<file path="src/logic/fcms_pkg.sv">
// constants, modes and carrier types of the configuration mode sequencer
// assumes one 10 MHz core clock shared by every file that imports it
package fcms_pkg;

    // clock and timing
    localparam int CORE_CLK_HZ   = 10_000_000;
    localparam int LOAD_STALL_MS = 100;
    localparam int LOAD_STALL_CYC = LOAD_STALL_MS * (CORE_CLK_HZ / 1000);
    localparam int CFG_BYTES_DEF = 4096;
    localparam int INIT_CYC_DEF  = 16;

    // configuration stream
    localparam int BYTE_W    = 8;
    localparam int BIT_IDX_W = 3;
    localparam logic [BIT_IDX_W-1:0] BIT_IDX_LAST = 3'h7;

    // identification code layout
    localparam int ID_VER_W  = 4;
    localparam int ID_PART_W = 16;
    localparam int ID_MFR_W  = 11;
    localparam logic ID_LSB  = 1'b1;

    // scheme select pin codes
    localparam int MSEL_W = 3;
    localparam logic [MSEL_W-1:0] MSEL_CFG_MEM = 3'h0;
    localparam logic [MSEL_W-1:0] MSEL_SER     = 3'h1;
    localparam logic [MSEL_W-1:0] MSEL_FPP     = 3'h2;
    localparam logic [MSEL_W-1:0] MSEL_PAR_ASYNC = 3'h3;
    localparam logic [MSEL_W-1:0] MSEL_JTAG    = 3'h4;

    // pll counter chain layout and reset values
    localparam int PLL_MUL_W = 9;
    localparam int PLL_DIV_W = 9;
    localparam int PLL_DLY_W = 4;
    localparam logic [PLL_MUL_W-1:0] PLL_MUL_RST = 9'h001;
    localparam logic [PLL_DIV_W-1:0] PLL_DIV_RST = 9'h001;
    localparam logic [PLL_DLY_W-1:0] PLL_DLY_RST = 4'h0;

    typedef enum logic [2:0] {
        md_por, md_wait_ce, md_load, md_init, md_user, md_fault
    } fcms_mode_t;

    typedef enum logic [2:0] {
        scheme_cfg_mem, passive_serial_scheme, fast_passive_parallel_scheme,
        passive_parallel_async_scheme, jtag_scheme, scheme_none
    } fcms_scheme_t;

    typedef struct packed {
        logic              dclk;
        logic              wr_n;
        logic [BYTE_W-1:0] data;
    } fcms_cfg_pins_t;

    typedef struct packed {
        logic [PLL_MUL_W-1:0] mul;
        logic [PLL_DIV_W-1:0] div;
        logic [PLL_DLY_W-1:0] dly;
    } fcms_pll_cfg_t;

    typedef struct packed {
        logic user_mode;
        logic command_mode;
        logic io_oe;
        logic user_reset_n;
        logic done;
        logic error;
    } fcms_status_t;

endpackage

</file>
<file path="src/logic/fcms_pll_chain.sv">
// serial chain that rewrites the pll multiply, divide and delay counters
// assumes pin inputs are asynchronous and internal inputs are on core_clk
module fcms_pll_chain
    import fcms_pkg::*;
(
    // clock and reset
    input  wire logic          core_clk,
    input  wire logic          rst_b,
    // control
    input  wire logic          chain_en,
    input  wire logic          src_pins,
    // pin source
    input  wire logic          pin_clk,
    input  wire logic          pin_data,
    input  wire logic          pin_update,
    // internal logic source
    input  wire logic          int_shift,
    input  wire logic          int_data,
    input  wire logic          int_update,
    // counter settings
    output fcms_pll_cfg_t      pll_cfg,
    output logic               pll_updated
);
    localparam int CHAIN_W = $bits(fcms_pll_cfg_t);

    typedef struct packed {
        logic [2:0]         clk_s;
        logic [1:0]         dat_s;
        logic [2:0]         upd_s;
        logic [CHAIN_W-1:0] sh;
        fcms_pll_cfg_t      cfg;
        logic               updated;
    } fcms_pll_st_t;

    fcms_pll_st_t q;
    fcms_pll_st_t d;
    logic         shift_ev;
    logic         upd_ev;
    logic         bit_in;

    always_comb
    begin
        d = q;
        d.clk_s = {q.clk_s[1:0], pin_clk};
        d.dat_s = {q.dat_s[0], pin_data};
        d.upd_s = {q.upd_s[1:0], pin_update};
        d.updated = 1'b0;
        shift_ev = src_pins ? (q.clk_s[1] & ~q.clk_s[2]) : int_shift;
        upd_ev   = src_pins ? (q.upd_s[1] & ~q.upd_s[2]) : int_update;
        bit_in   = src_pins ? q.dat_s[1] : int_data;
        // only live in user mode so the rest of the device is never disturbed
        if (chain_en)
        begin
            if (shift_ev)
            begin
                d.sh = {q.sh[CHAIN_W-2:0], bit_in};
            end
            if (upd_ev)
            begin
                d.cfg = q.sh;
                d.updated = 1'b1;
            end
        end
    end

    always_ff @(posedge core_clk)
    begin
        if (!rst_b)
        begin
            q <= '0;
            q.cfg <= '{mul: PLL_MUL_RST, div: PLL_DIV_RST, dly: PLL_DLY_RST};
        end
        else
        begin
            q <= d;
        end
    end

    assign pll_cfg     = q.cfg;
    assign pll_updated = q.updated;

    chk_pll_load: assert property (@(posedge core_clk) disable iff (!rst_b)
        (chain_en && upd_ev) |=> (pll_cfg == $past(q.sh)) && pll_updated)
        else $error("pll counters not loaded from chain");

    chk_pll_idle: assert property (@(posedge core_clk) disable iff (!rst_b)
        !chain_en |=> $stable(pll_cfg) && !pll_updated)
        else $error("pll counters changed outside user mode");

endmodule

</file>
<file path="src/logic/fcms_top.sv">
// configuration mode sequencer: command mode load, init, user mode, pll chain
// assumes config pins are asynchronous; jtag inputs come from core_clk logic
// Function
// - identification code always ends in one
// - every power-up needs a full load
// - user pins high impedance until configured
// - init resets registers, enables pins, then runs
// - exactly one of command or user mode
// - request pin forces reload from user mode
// - five load schemes, source follows chosen one
// - load starts only on chain enable; pass on
// - byte-wide parallel path, one byte per strobe
// - processor writes bytes to one location
// - pll counters reloaded through serial chain
// - pll reload leaves user mode running
module fcms_top
    import fcms_pkg::*;
#(
    parameter int                   CFG_BYTES  = CFG_BYTES_DEF,
    parameter int                   INIT_CYC   = INIT_CYC_DEF,
    parameter int                   STALL_CYC  = LOAD_STALL_CYC,
    // identity values are arbitrary
    parameter logic [ID_VER_W-1:0]  ID_VERSION = 4'h1,
    parameter logic [ID_PART_W-1:0] ID_PART    = 16'h5A5A,
    parameter logic [ID_MFR_W-1:0]  ID_MFR     = 11'h2A5
)
(
    // clock and reset
    input  wire logic          core_clk,
    input  wire logic          rst_b,
    // configuration pins
    input  wire logic          config_req_n,
    input  wire logic          chain_enable_in_n,
    input  wire logic [MSEL_W-1:0] scheme_sel,
    input  fcms_cfg_pins_t     cfg_pins,
    // boundary-scan side
    input  wire logic          jtag_cfg_bit,
    input  wire logic          jtag_cfg_valid,
    output logic [31:0]        jtag_idcode,
    // loaded configuration bytes
    output logic [BYTE_W-1:0]  cfg_byte,
    output logic               cfg_byte_valid,
    // chain and status
    output logic               chain_enable_out_n,
    output fcms_status_t       status,
    // pll counter chain
    input  wire logic          pll_src_pins,
    input  wire logic          pll_pin_clk,
    input  wire logic          pll_pin_data,
    input  wire logic          pll_pin_update,
    input  wire logic          pll_int_shift,
    input  wire logic          pll_int_data,
    input  wire logic          pll_int_update,
    output fcms_pll_cfg_t      pll_cfg,
    output logic               pll_updated
);
    localparam int CNT_W   = $clog2(CFG_BYTES + 1);
    localparam int STALL_W = $clog2(STALL_CYC + 1);
    localparam int INIT_W  = $clog2(INIT_CYC + 1);
    localparam logic [CNT_W-1:0]   BYTE_LAST  = CNT_W'(CFG_BYTES - 1);
    localparam logic [STALL_W-1:0] STALL_LAST = STALL_W'(STALL_CYC - 1);
    localparam logic [INIT_W-1:0]  INIT_LAST  = INIT_W'(INIT_CYC - 1);

    if (CFG_BYTES < 1 || INIT_CYC < 1 || STALL_CYC < 2)
    begin : g_bad_param
        $error("fcms_top: counts must be positive");
    end

    typedef struct packed {
        fcms_mode_t         mode;
        fcms_scheme_t       scheme;
        logic [1:0]         req_s;
        logic [1:0]         ce_s;
        logic [2:0]         dclk_s;
        logic [2:0]         wr_s;
        logic [BYTE_W-1:0]  dat_s1;
        logic [BYTE_W-1:0]  dat_s2;
        logic [MSEL_W-1:0]  sel_s1;
        logic [MSEL_W-1:0]  sel_s2;
        logic [BYTE_W-1:0]  shreg;
        logic [BIT_IDX_W-1:0] bit_idx;
        logic [CNT_W-1:0]   byte_cnt;
        logic [STALL_W-1:0] stall_cnt;
        logic [INIT_W-1:0]  init_cnt;
        logic [BYTE_W-1:0]  byte_q;
        logic               byte_vld;
        logic               ceo_n;
        logic               done;
        logic               err;
    } fcms_st_t;

    // scheme pins map onto the five load schemes; anything else is refused
    function automatic fcms_scheme_t fcms_decode(input logic [MSEL_W-1:0] sel);
        fcms_scheme_t s;
        case (sel)
            MSEL_CFG_MEM: s = scheme_cfg_mem;
            MSEL_SER:     s = passive_serial_scheme;
            MSEL_FPP:     s = fast_passive_parallel_scheme;
            MSEL_PAR_ASYNC: s = passive_parallel_async_scheme;
            MSEL_JTAG:    s = jtag_scheme;
            default:      s = scheme_none;
        endcase
        return s;
    endfunction

    // which strobe carries data for a scheme: {byte event, bit event}
    function automatic logic [1:0] fcms_event(input fcms_scheme_t s, input logic dclk_rise,
                                              input logic wr_rise, input logic jtag_v);
        logic [1:0] e;
        case (s)
            scheme_cfg_mem:                e = {1'b0, dclk_rise};
            passive_serial_scheme:         e = {1'b0, dclk_rise};
            fast_passive_parallel_scheme:  e = {dclk_rise, 1'b0};
            passive_parallel_async_scheme: e = {wr_rise, 1'b0};
            jtag_scheme:                   e = {1'b0, jtag_v};
            default:                       e = 2'h0;
        endcase
        return e;
    endfunction

    fcms_st_t          q;
    fcms_st_t          d;
    logic              req_high;
    logic              dclk_rise;
    logic              wr_rise;
    logic [1:0]        ev;
    logic              bit_in;
    logic              got_byte;
    logic [BYTE_W-1:0] new_byte;
    logic              in_user;

    assign req_high  = q.req_s[1];
    assign dclk_rise = q.dclk_s[1] & ~q.dclk_s[2];
    // the processor's write lands when its strobe is released
    assign wr_rise   = q.wr_s[1] & ~q.wr_s[2];

    always_comb
    begin
        d = q;
        ev = fcms_event(q.scheme, dclk_rise, wr_rise, jtag_cfg_valid);
        bit_in = (q.scheme == jtag_scheme) ? jtag_cfg_bit : q.dat_s2[0];
        got_byte = 1'b0;
        new_byte = q.dat_s2;
        d.req_s  = {q.req_s[0], config_req_n};
        d.ce_s   = {q.ce_s[0], chain_enable_in_n};
        d.dclk_s = {q.dclk_s[1:0], cfg_pins.dclk};
        d.wr_s   = {q.wr_s[1:0], cfg_pins.wr_n};
        d.dat_s1 = cfg_pins.data;
        d.dat_s2 = q.dat_s1;
        d.sel_s1 = scheme_sel;
        d.sel_s2 = q.sel_s1;
        d.byte_vld = 1'b0;
        case (q.mode)
            md_por:
            begin
                // storage is volatile: every start goes through a load
                if (req_high)
                begin
                    d.mode = md_wait_ce;
                end
            end
            md_wait_ce:
            begin
                // a chained device waits for its predecessor
                if (!q.ce_s[1])
                begin
                    d.scheme    = fcms_decode(q.sel_s2);
                    d.bit_idx   = '0;
                    d.byte_cnt  = '0;
                    d.stall_cnt = '0;
                    d.mode      = (fcms_decode(q.sel_s2) == scheme_none) ? md_fault : md_load;
                    d.err       = (fcms_decode(q.sel_s2) == scheme_none);
                end
            end
            md_load:
            begin
                if (ev[1])
                begin
                    got_byte = 1'b1;
                end
                else if (ev[0])
                begin
                    d.shreg   = {bit_in, q.shreg[BYTE_W-1:1]};
                    d.bit_idx = q.bit_idx + 1'b1;
                    if (q.bit_idx == BIT_IDX_LAST)
                    begin
                        got_byte = 1'b1;
                        new_byte = {bit_in, q.shreg[BYTE_W-1:1]};
                    end
                end
                if (got_byte)
                begin
                    d.byte_q   = new_byte;
                    d.byte_vld = 1'b1;
                    d.byte_cnt = q.byte_cnt + 1'b1;
                    if (q.byte_cnt == BYTE_LAST)
                    begin
                        d.mode     = md_init;
                        d.init_cnt = '0;
                    end
                end
                // a source that goes quiet mid-load leaves the device unconfigured
                if (ev != 2'h0)
                begin
                    d.stall_cnt = '0;
                end
                else if (q.stall_cnt == STALL_LAST)
                begin
                    d.mode = md_fault;
                    d.err  = 1'b1;
                end
                else
                begin
                    d.stall_cnt = q.stall_cnt + 1'b1;
                end
            end
            md_init:
            begin
                // registers held in reset while pins come alive
                d.init_cnt = q.init_cnt + 1'b1;
                if (q.init_cnt == INIT_LAST)
                begin
                    d.mode  = md_user;
                    d.done  = 1'b1;
                    d.ceo_n = 1'b0;
                end
            end
            md_user:
            begin
                d.mode = md_user;
            end
            md_fault:
            begin
                d.mode = md_fault;
            end
            default:
            begin
                d.mode = md_por;
            end
        endcase
        // the request pin wins from every state and restarts the load
        if (!req_high)
        begin
            d.mode  = md_por;
            d.done  = 1'b0;
            d.err   = 1'b0;
            d.ceo_n = 1'b1;
            d.byte_vld = 1'b0;
        end
    end

    always_ff @(posedge core_clk)
    begin
        if (!rst_b)
        begin
            q <= '0;
            q.ceo_n <= 1'b1;
            // idle strobe level, so leaving reset never fakes a write edge
            q.wr_s  <= '1;
        end
        else
        begin
            q <= d;
        end
    end

    assign in_user = (q.mode == md_user);

    // outputs
    assign jtag_idcode = {ID_VERSION, ID_PART, ID_MFR, ID_LSB};
    assign cfg_byte    = q.byte_q;
    assign cfg_byte_valid = q.byte_vld;
    assign chain_enable_out_n = q.ceo_n;
    assign status.user_mode    = in_user;
    assign status.command_mode = !in_user;
    // pins stay released through load and fault; enabled from init onward
    assign status.io_oe        = in_user || (q.mode == md_init);
    assign status.user_reset_n = in_user;
    assign status.done         = q.done;
    assign status.error        = q.err;

    fcms_pll_chain u_pll_chain
    (
        .core_clk    (core_clk),
        .rst_b       (rst_b),
        .chain_en    (in_user),
        .src_pins    (pll_src_pins),
        .pin_clk     (pll_pin_clk),
        .pin_data    (pll_pin_data),
        .pin_update  (pll_pin_update),
        .int_shift   (pll_int_shift),
        .int_data    (pll_int_data),
        .int_update  (pll_int_update),
        .pll_cfg     (pll_cfg),
        .pll_updated (pll_updated)
    );

    chk_idcode_lsb: assert property (@(posedge core_clk) disable iff (!rst_b)
        jtag_idcode[0] == 1'b1)
        else $error("identification code lsb not one");

    chk_user_after_init: assert property (@(posedge core_clk) disable iff (!rst_b)
        $rose(status.user_mode) |-> $past(q.mode) == md_init && $past(q.byte_cnt) == CNT_W'(CFG_BYTES))
        else $error("user mode entered without full load and init");

    chk_pins_hiz: assert property (@(posedge core_clk) disable iff (!rst_b)
        (q.mode inside {md_por, md_wait_ce, md_load, md_fault}) |-> !status.io_oe)
        else $error("user pins driven before configuration ends");

    chk_init_exit: assert property (@(posedge core_clk) disable iff (!rst_b)
        (q.mode == md_init && q.init_cnt == INIT_LAST && req_high)
        |=> status.user_mode && status.user_reset_n && status.io_oe)
        else $error("init did not hand over to user mode");

    chk_one_mode: assert property (@(posedge core_clk) disable iff (!rst_b)
        status.user_mode ^ status.command_mode)
        else $error("command and user mode not exclusive");

    chk_reconfig_req: assert property (@(posedge core_clk) disable iff (!rst_b)
        (status.user_mode && !req_high) |=> q.mode == md_por ##1 !status.user_mode)
        else $error("reconfiguration request ignored");

    chk_ce_gate: assert property (@(posedge core_clk) disable iff (!rst_b)
        (q.mode == md_wait_ce && q.ce_s[1]) |=> q.mode != md_load)
        else $error("load started without chain enable");

    chk_ceo_done: assert property (@(posedge core_clk) disable iff (!rst_b)
        !chain_enable_out_n |-> status.done && status.user_mode)
        else $error("chain enable passed on before done");

    chk_scheme_valid: assert property (@(posedge core_clk) disable iff (!rst_b)
        q.mode == md_load |-> q.scheme != scheme_none)
        else $error("load running with no scheme");

    chk_par_byte: assert property (@(posedge core_clk) disable iff (!rst_b)
        (q.mode == md_load && req_high && q.scheme == passive_parallel_async_scheme && wr_rise)
        |=> cfg_byte_valid && cfg_byte == $past(q.dat_s2))
        else $error("parallel write not taken as byte");

    chk_stall_fault: assert property (@(posedge core_clk) disable iff (!rst_b)
        (q.mode == md_load && req_high && ev == 2'h0 && q.stall_cnt == STALL_LAST)
        |=> q.mode == md_fault && status.error && !status.io_oe)
        else $error("stalled load did not fault");

    chk_pll_user: assert property (@(posedge core_clk) disable iff (!rst_b)
        (status.user_mode && req_high && pll_updated) |=> status.user_mode)
        else $error("pll reload disturbed user mode");

endmodule

</file>
<file path="config.mk">
export PLATFORM = sky130hd
export DESIGN_NAME = fcms_top
export DESIGN_NICKNAME = d
export VERILOG_FILES = /design/src/logic/fcms_pkg.sv /design/src/logic/fcms_pll_chain.sv /design/src/logic/fcms_top.sv
export SDC_FILE = /design/constraint.sdc
export NUM_CORES = 1
export LEC_CHECK = 0
export BUFFER_PORTS_ARGS = -buffer_cell sky130_fd_sc_hd__buf_2
export CAP_MARGIN = 10
export CORE_MARGIN = 5
export CORE_UTILIZATION = 45
export DETAILED_ROUTE_END_ITERATION = 8
export GPL_TIMING_DRIVEN = 0
export PLACE_DENSITY_LB_ADDON = 0.08
export SYNTH_ARGS = -nofsm -noshare
export SYNTH_HDL_FRONTEND = slang
export SYNTH_SLANG_ARGS = --single-unit
</file>
<file path="constraint.sdc">
create_clock -name core_clk -period 2.96 [get_ports core_clk]
set_input_delay 0.148 -clock core_clk [delete_from_list [all_inputs] [get_ports core_clk]]
set_output_delay 0.148 -clock core_clk [all_outputs]
set_load 0.02 [all_outputs]
</file>
==> impl_metrics.csv <==
group,metric,value,unit
status,outcome,"completed",
worst_setup_path,worst_setup_path_startpoint,"q[98]$_SDFFE_PN0P_",
logic_synthesis,synthArstFlopShare,0,%
floorplan,rows,43,
timing,fin_worst_skew,8.88,ps
routing,route.vias.total,5074,
timing,rsz_0062_raised_after_global_routing,"false",
logic_synthesis,seq_area_frac_synth,46.6,%
clocking,cts.sink_count,151,
worst_setup_path,critPathMaxFanout,10,
cells_and_area,finalNetCount,859,
routing,route.detailed.wl_per_inst,13.6,µm
clocking,tritoncts,"done",
min_path,hold_class,"input port to flip-flop",
timing,fmaxAchievable,386,MHz
clocking,cts_root_buffer,"sky130_fd_sc_hd__clkbuf_16",
timing,finalHoldViolCount,0,
clocking,clkSlewWorstSetupHoldPaths,60,ps
timing,setup_viol,0,
worst_setup_path,worstPathRequired,3270,ps
logic_synthesis,number_of_synthesized_flops_with_an_enable_pin,0,
timing,worst_slew_margin_rel,39.6,%
worst_setup_path,worstSetupEndpointType,"flip-flop",
cells_and_area,antenna_cells_inserted,0,
worst_setup_path,worstSetupStartpointType,"flip-flop",
timing,slew_at_the_pin_closest_to_its_max_slew_limit,898,ps
global_routing,antenna_found_initial,0,
global_routing,grt.total_usage,17.2,%
pwr,cellPowerDensity,553,nW/µm²
placement,post-place-cells,970,
routing,drt-pass1-iter-count,4,
global_routing,grt_pass1_vias,4868,
floorplan,core_outline_area,14000,µm²
pwr,peakVddDrop,417,µV
floorplan,floorplan.io_pins,97,
routing,via_per_inst,4.97,
worst_setup_path,cp_data_arrival_time,2900,ps
worst_setup_path,reg2reg_setup_slack,370,ps
cells_and_area,final_area,7910,µm²
routing,drt_drc_violations_left,0,
routing,drtAntennaViolNets,0,
placement,globalplace.congestion,0.875,
clocking,cts-root-to-sink-buffers,2,
pwr,total_power_of_the_final_layout,4370,µW
floorplan,fp.dieW,130,µm
global_routing,wire_length_of_the_first_global_routing_pass,23100,µm
floorplan,starting_utilization_of_the_core_area,46.4,%
worst_setup_path,worst_r2r_startpoint,"q[98]$_SDFFE_PN0P_",
logic_synthesis,mappedNetlistArea,6490,µm²
placement,port-buffer-count,64,
floorplan,design.die.area,16900,µm²
global_routing,maximum_number_of_pins_on_one_net_before_global_route_repair,17,
cells_and_area,area_delta_synth_final,21.9,%
timing,period_needed,2590,ps
pwr,static-leakage-power,0.00312,µW
logic_synthesis,postSynthRegisterBits,151,
worst_setup_path,setup.worst_path.class,"flip-flop to flip-flop",
clocking,post_cts_resize_count,0,
worst_setup_path,regToRegEndpoint,"q[30]$_SDFFE_PN0P_",
logic_synthesis,postSynthCellCount,696,
logic_synthesis,ys.flop_type,"sky130_fd_sc_hd__dfxtp_1",
logic_synthesis,synth.avg_cell_area,9.33,µm²
timing,tns,0,ps
logic_synthesis,yosysWarnings,0,
clocking,cts_made_buffers,17,
clocking,ctsHtreeMaxLevel,4,
logic_synthesis,synth_cell_type_count,61,
cells_and_area,drive_above_1_share,22.3,%
clocking,post-cts-setup-buffers,0,
cells_and_area,final.fill_count,1291,
floorplan,die_height,130,µm
routing,routed_wl,13900,µm
timing,drv_slew,0,
timing,hold_slack,165,ps
global_routing,grt_overflow_total,0,
timing,min_period_over_period,87.5,%
placement,placed_area,7150,µm²
worst_setup_path,worst_reg2reg_path_length_in_cells,7,
cells_and_area,finalNonFillerCells,1020,
clocking,clock_latency,430,ps
placement,hpwlAfterDp,10100,µm
routing,initialDrtViolationCount,287,
job,timing.max_cap.violations,0,
worst_setup_path,worstSetupEndpoint,"q[30]$_SDFFE_PN0P_",
sequential cells by signal (all words and copies together), names as in the netlist:
signal and flops:
cfg_byte 8, cfg_byte_valid 1, chain_enable_out_n 1, d 17
q 69, status 2, u_pll_chain.d 5, u_pll_chain.pll_cfg 22
u_pll_chain.pll_updated 1, u_pll_chain.q 25
cell type report:
type,count,area [µm²],area share [%]
sequential,151,3020,38.2
multi-input combinational,472,2910,36.8
clock inverter,14,155,1.96
buffer,95,642,8.11
tap,180,225,2.85
inverter,8,30.0,0.379
clock buffer,18,429,5.42
timing repair buffer,82,500,6.32
worst max-delay path, cell delays in order (launching register included):
cell and delay [ps]:
sky130_fd_sc_hd__dfxtp_1 310, sky130_fd_sc_hd__buf_6 130, sky130_fd_sc_hd__nor4b_1 460, sky130_fd_sc_hd__buf_2 340, sky130_fd_sc_hd__nor2_1 160, sky130_fd_sc_hd__a32oi_1 620, sky130_fd_sc_hd__buf_2 370, sky130_fd_sc_hd__nor2_1 80
worst min path at each step:
stage	start	to	slack, ps	cells after the start
CTS	jtag_cfg_bit	q[60]$_SDFFE_PN0P_	140	3
global placement	cfg_pins[8]	d[84]$_SDFF_PN1_	350	2
global route	pll_int_data	u_pll_chain.q[23]$_SDFFE_PN0P_	180	3
detailed placement	cfg_pins[8]	d[84]$_SDFF_PN1_	360	2
floorplan	cfg_pins[8]	d[84]$_SDFF_PN1_	250	1
finish	pll_int_data	u_pll_chain.q[23]$_SDFFE_PN0P_	160	3
kinds of logic after synthesis:
kind of cell | synth area share (%)
AND/OR/NAND/NOR | 21.9
buffers and inverters | 10.4
flip-flops | 46.6
XOR/XNOR | 1.21
multiplexers | 8.64
AO/OA/AOI/OAI | 10.1
other | 0.116
adder cells (fa/ha/maj) | 1.16
through the flow:
stage	util (%)	setup WS (ps)
2_1_floorplan	-	1010
3_3_place_gp	51.1	316
3_5_place_dp	51.1	396
4_1_cts	56.6	366
5_1_grt	56.6	177
6_report	56.6	370
routing by layer:
layer  vias to the layer above  GRT usage [%]  routed length, µm
met5                         -              0                  0
met4                         0           7.82                353
met3                        30           4.26                746
met2                       116           28.5               6690
met1                      2330           21.0               6110
li1                       2598              -                  -
cell usage in the layout, fill, tap and decap left out, types with 17 or more instances in the layout:
cell type and n:
sky130_fd_sc_hd__and2_1 38, sky130_fd_sc_hd__dlygate4sd3_1 18, sky130_fd_sc_hd__buf_4 67, sky130_fd_sc_hd__clkbuf_1 17, sky130_fd_sc_hd__buf_2 73, sky130_fd_sc_hd__nand3_1 19
sky130_fd_sc_hd__nor2_1 77, sky130_fd_sc_hd__nand2_1 45, sky130_fd_sc_hd__a21oi_1 41, sky130_fd_sc_hd__dfxtp_1 151, sky130_fd_sc_hd__clkbuf_16 17, sky130_fd_sc_hd__conb_1 32
sky130_fd_sc_hd__mux2i_1 56
where the power goes:
group	internal [µW]	switching, µW	total, µW
registers	2060	9.59	2070
logic	83.2	109	192
clock network	1200	918	2120
total	3340	1040	4370
cell usage after synthesis, types with 5 or more instances:
| library cell | n | area share [%] |
|---|---|---|
| sky130_fd_sc_hd__ha_1 | 6 | 1.2 |
| sky130_fd_sc_hd__buf_2 | 9 | 0.69 |
| sky130_fd_sc_hd__clkbuf_1 | 16 | 0.93 |
| sky130_fd_sc_hd__a211oi_1 | 12 | 1.4 |
| sky130_fd_sc_hd__and3_1 | 10 | 0.96 |
| sky130_fd_sc_hd__or4_1 | 7 | 0.81 |
| sky130_fd_sc_hd__nor4_1 | 6 | 0.58 |
| sky130_fd_sc_hd__o31ai_1 | 8 | 0.93 |
| sky130_fd_sc_hd__and2_1 | 38 | 3.7 |
| sky130_fd_sc_hd__nand2_1 | 45 | 2.6 |
| sky130_fd_sc_hd__inv_1 | 7 | 0.40 |
| sky130_fd_sc_hd__mux2i_1 | 56 | 8.6 |
| sky130_fd_sc_hd__xnor2_1 | 5 | 0.67 |
| sky130_fd_sc_hd__nand3_1 | 19 | 1.5 |
| sky130_fd_sc_hd__buf_4 | 67 | 7.7 |
| sky130_fd_sc_hd__nor3_1 | 8 | 0.62 |
| sky130_fd_sc_hd__nand2b_1 | 9 | 0.87 |
| sky130_fd_sc_hd__dfxtp_1 | 151 | 47 |
| sky130_fd_sc_hd__nor2_1 | 77 | 4.5 |
| sky130_fd_sc_hd__nand4_1 | 10 | 0.96 |
| sky130_fd_sc_hd__or3_1 | 10 | 0.96 |
| sky130_fd_sc_hd__o21ai_0 | 13 | 1.0 |
| sky130_fd_sc_hd__nand3b_1 | 5 | 0.58 |
| sky130_fd_sc_hd__a21oi_1 | 41 | 3.2 |
repair_timing:
| item | in CTS | in global routing |
|---|---|---|
| endpoints found under the hold margin | 18 | 0 |
| hold buffers | 18 | 0 |
| endpoints found under the setup margin | 0 | 0 |
Power figures use the tool's default switching activity.
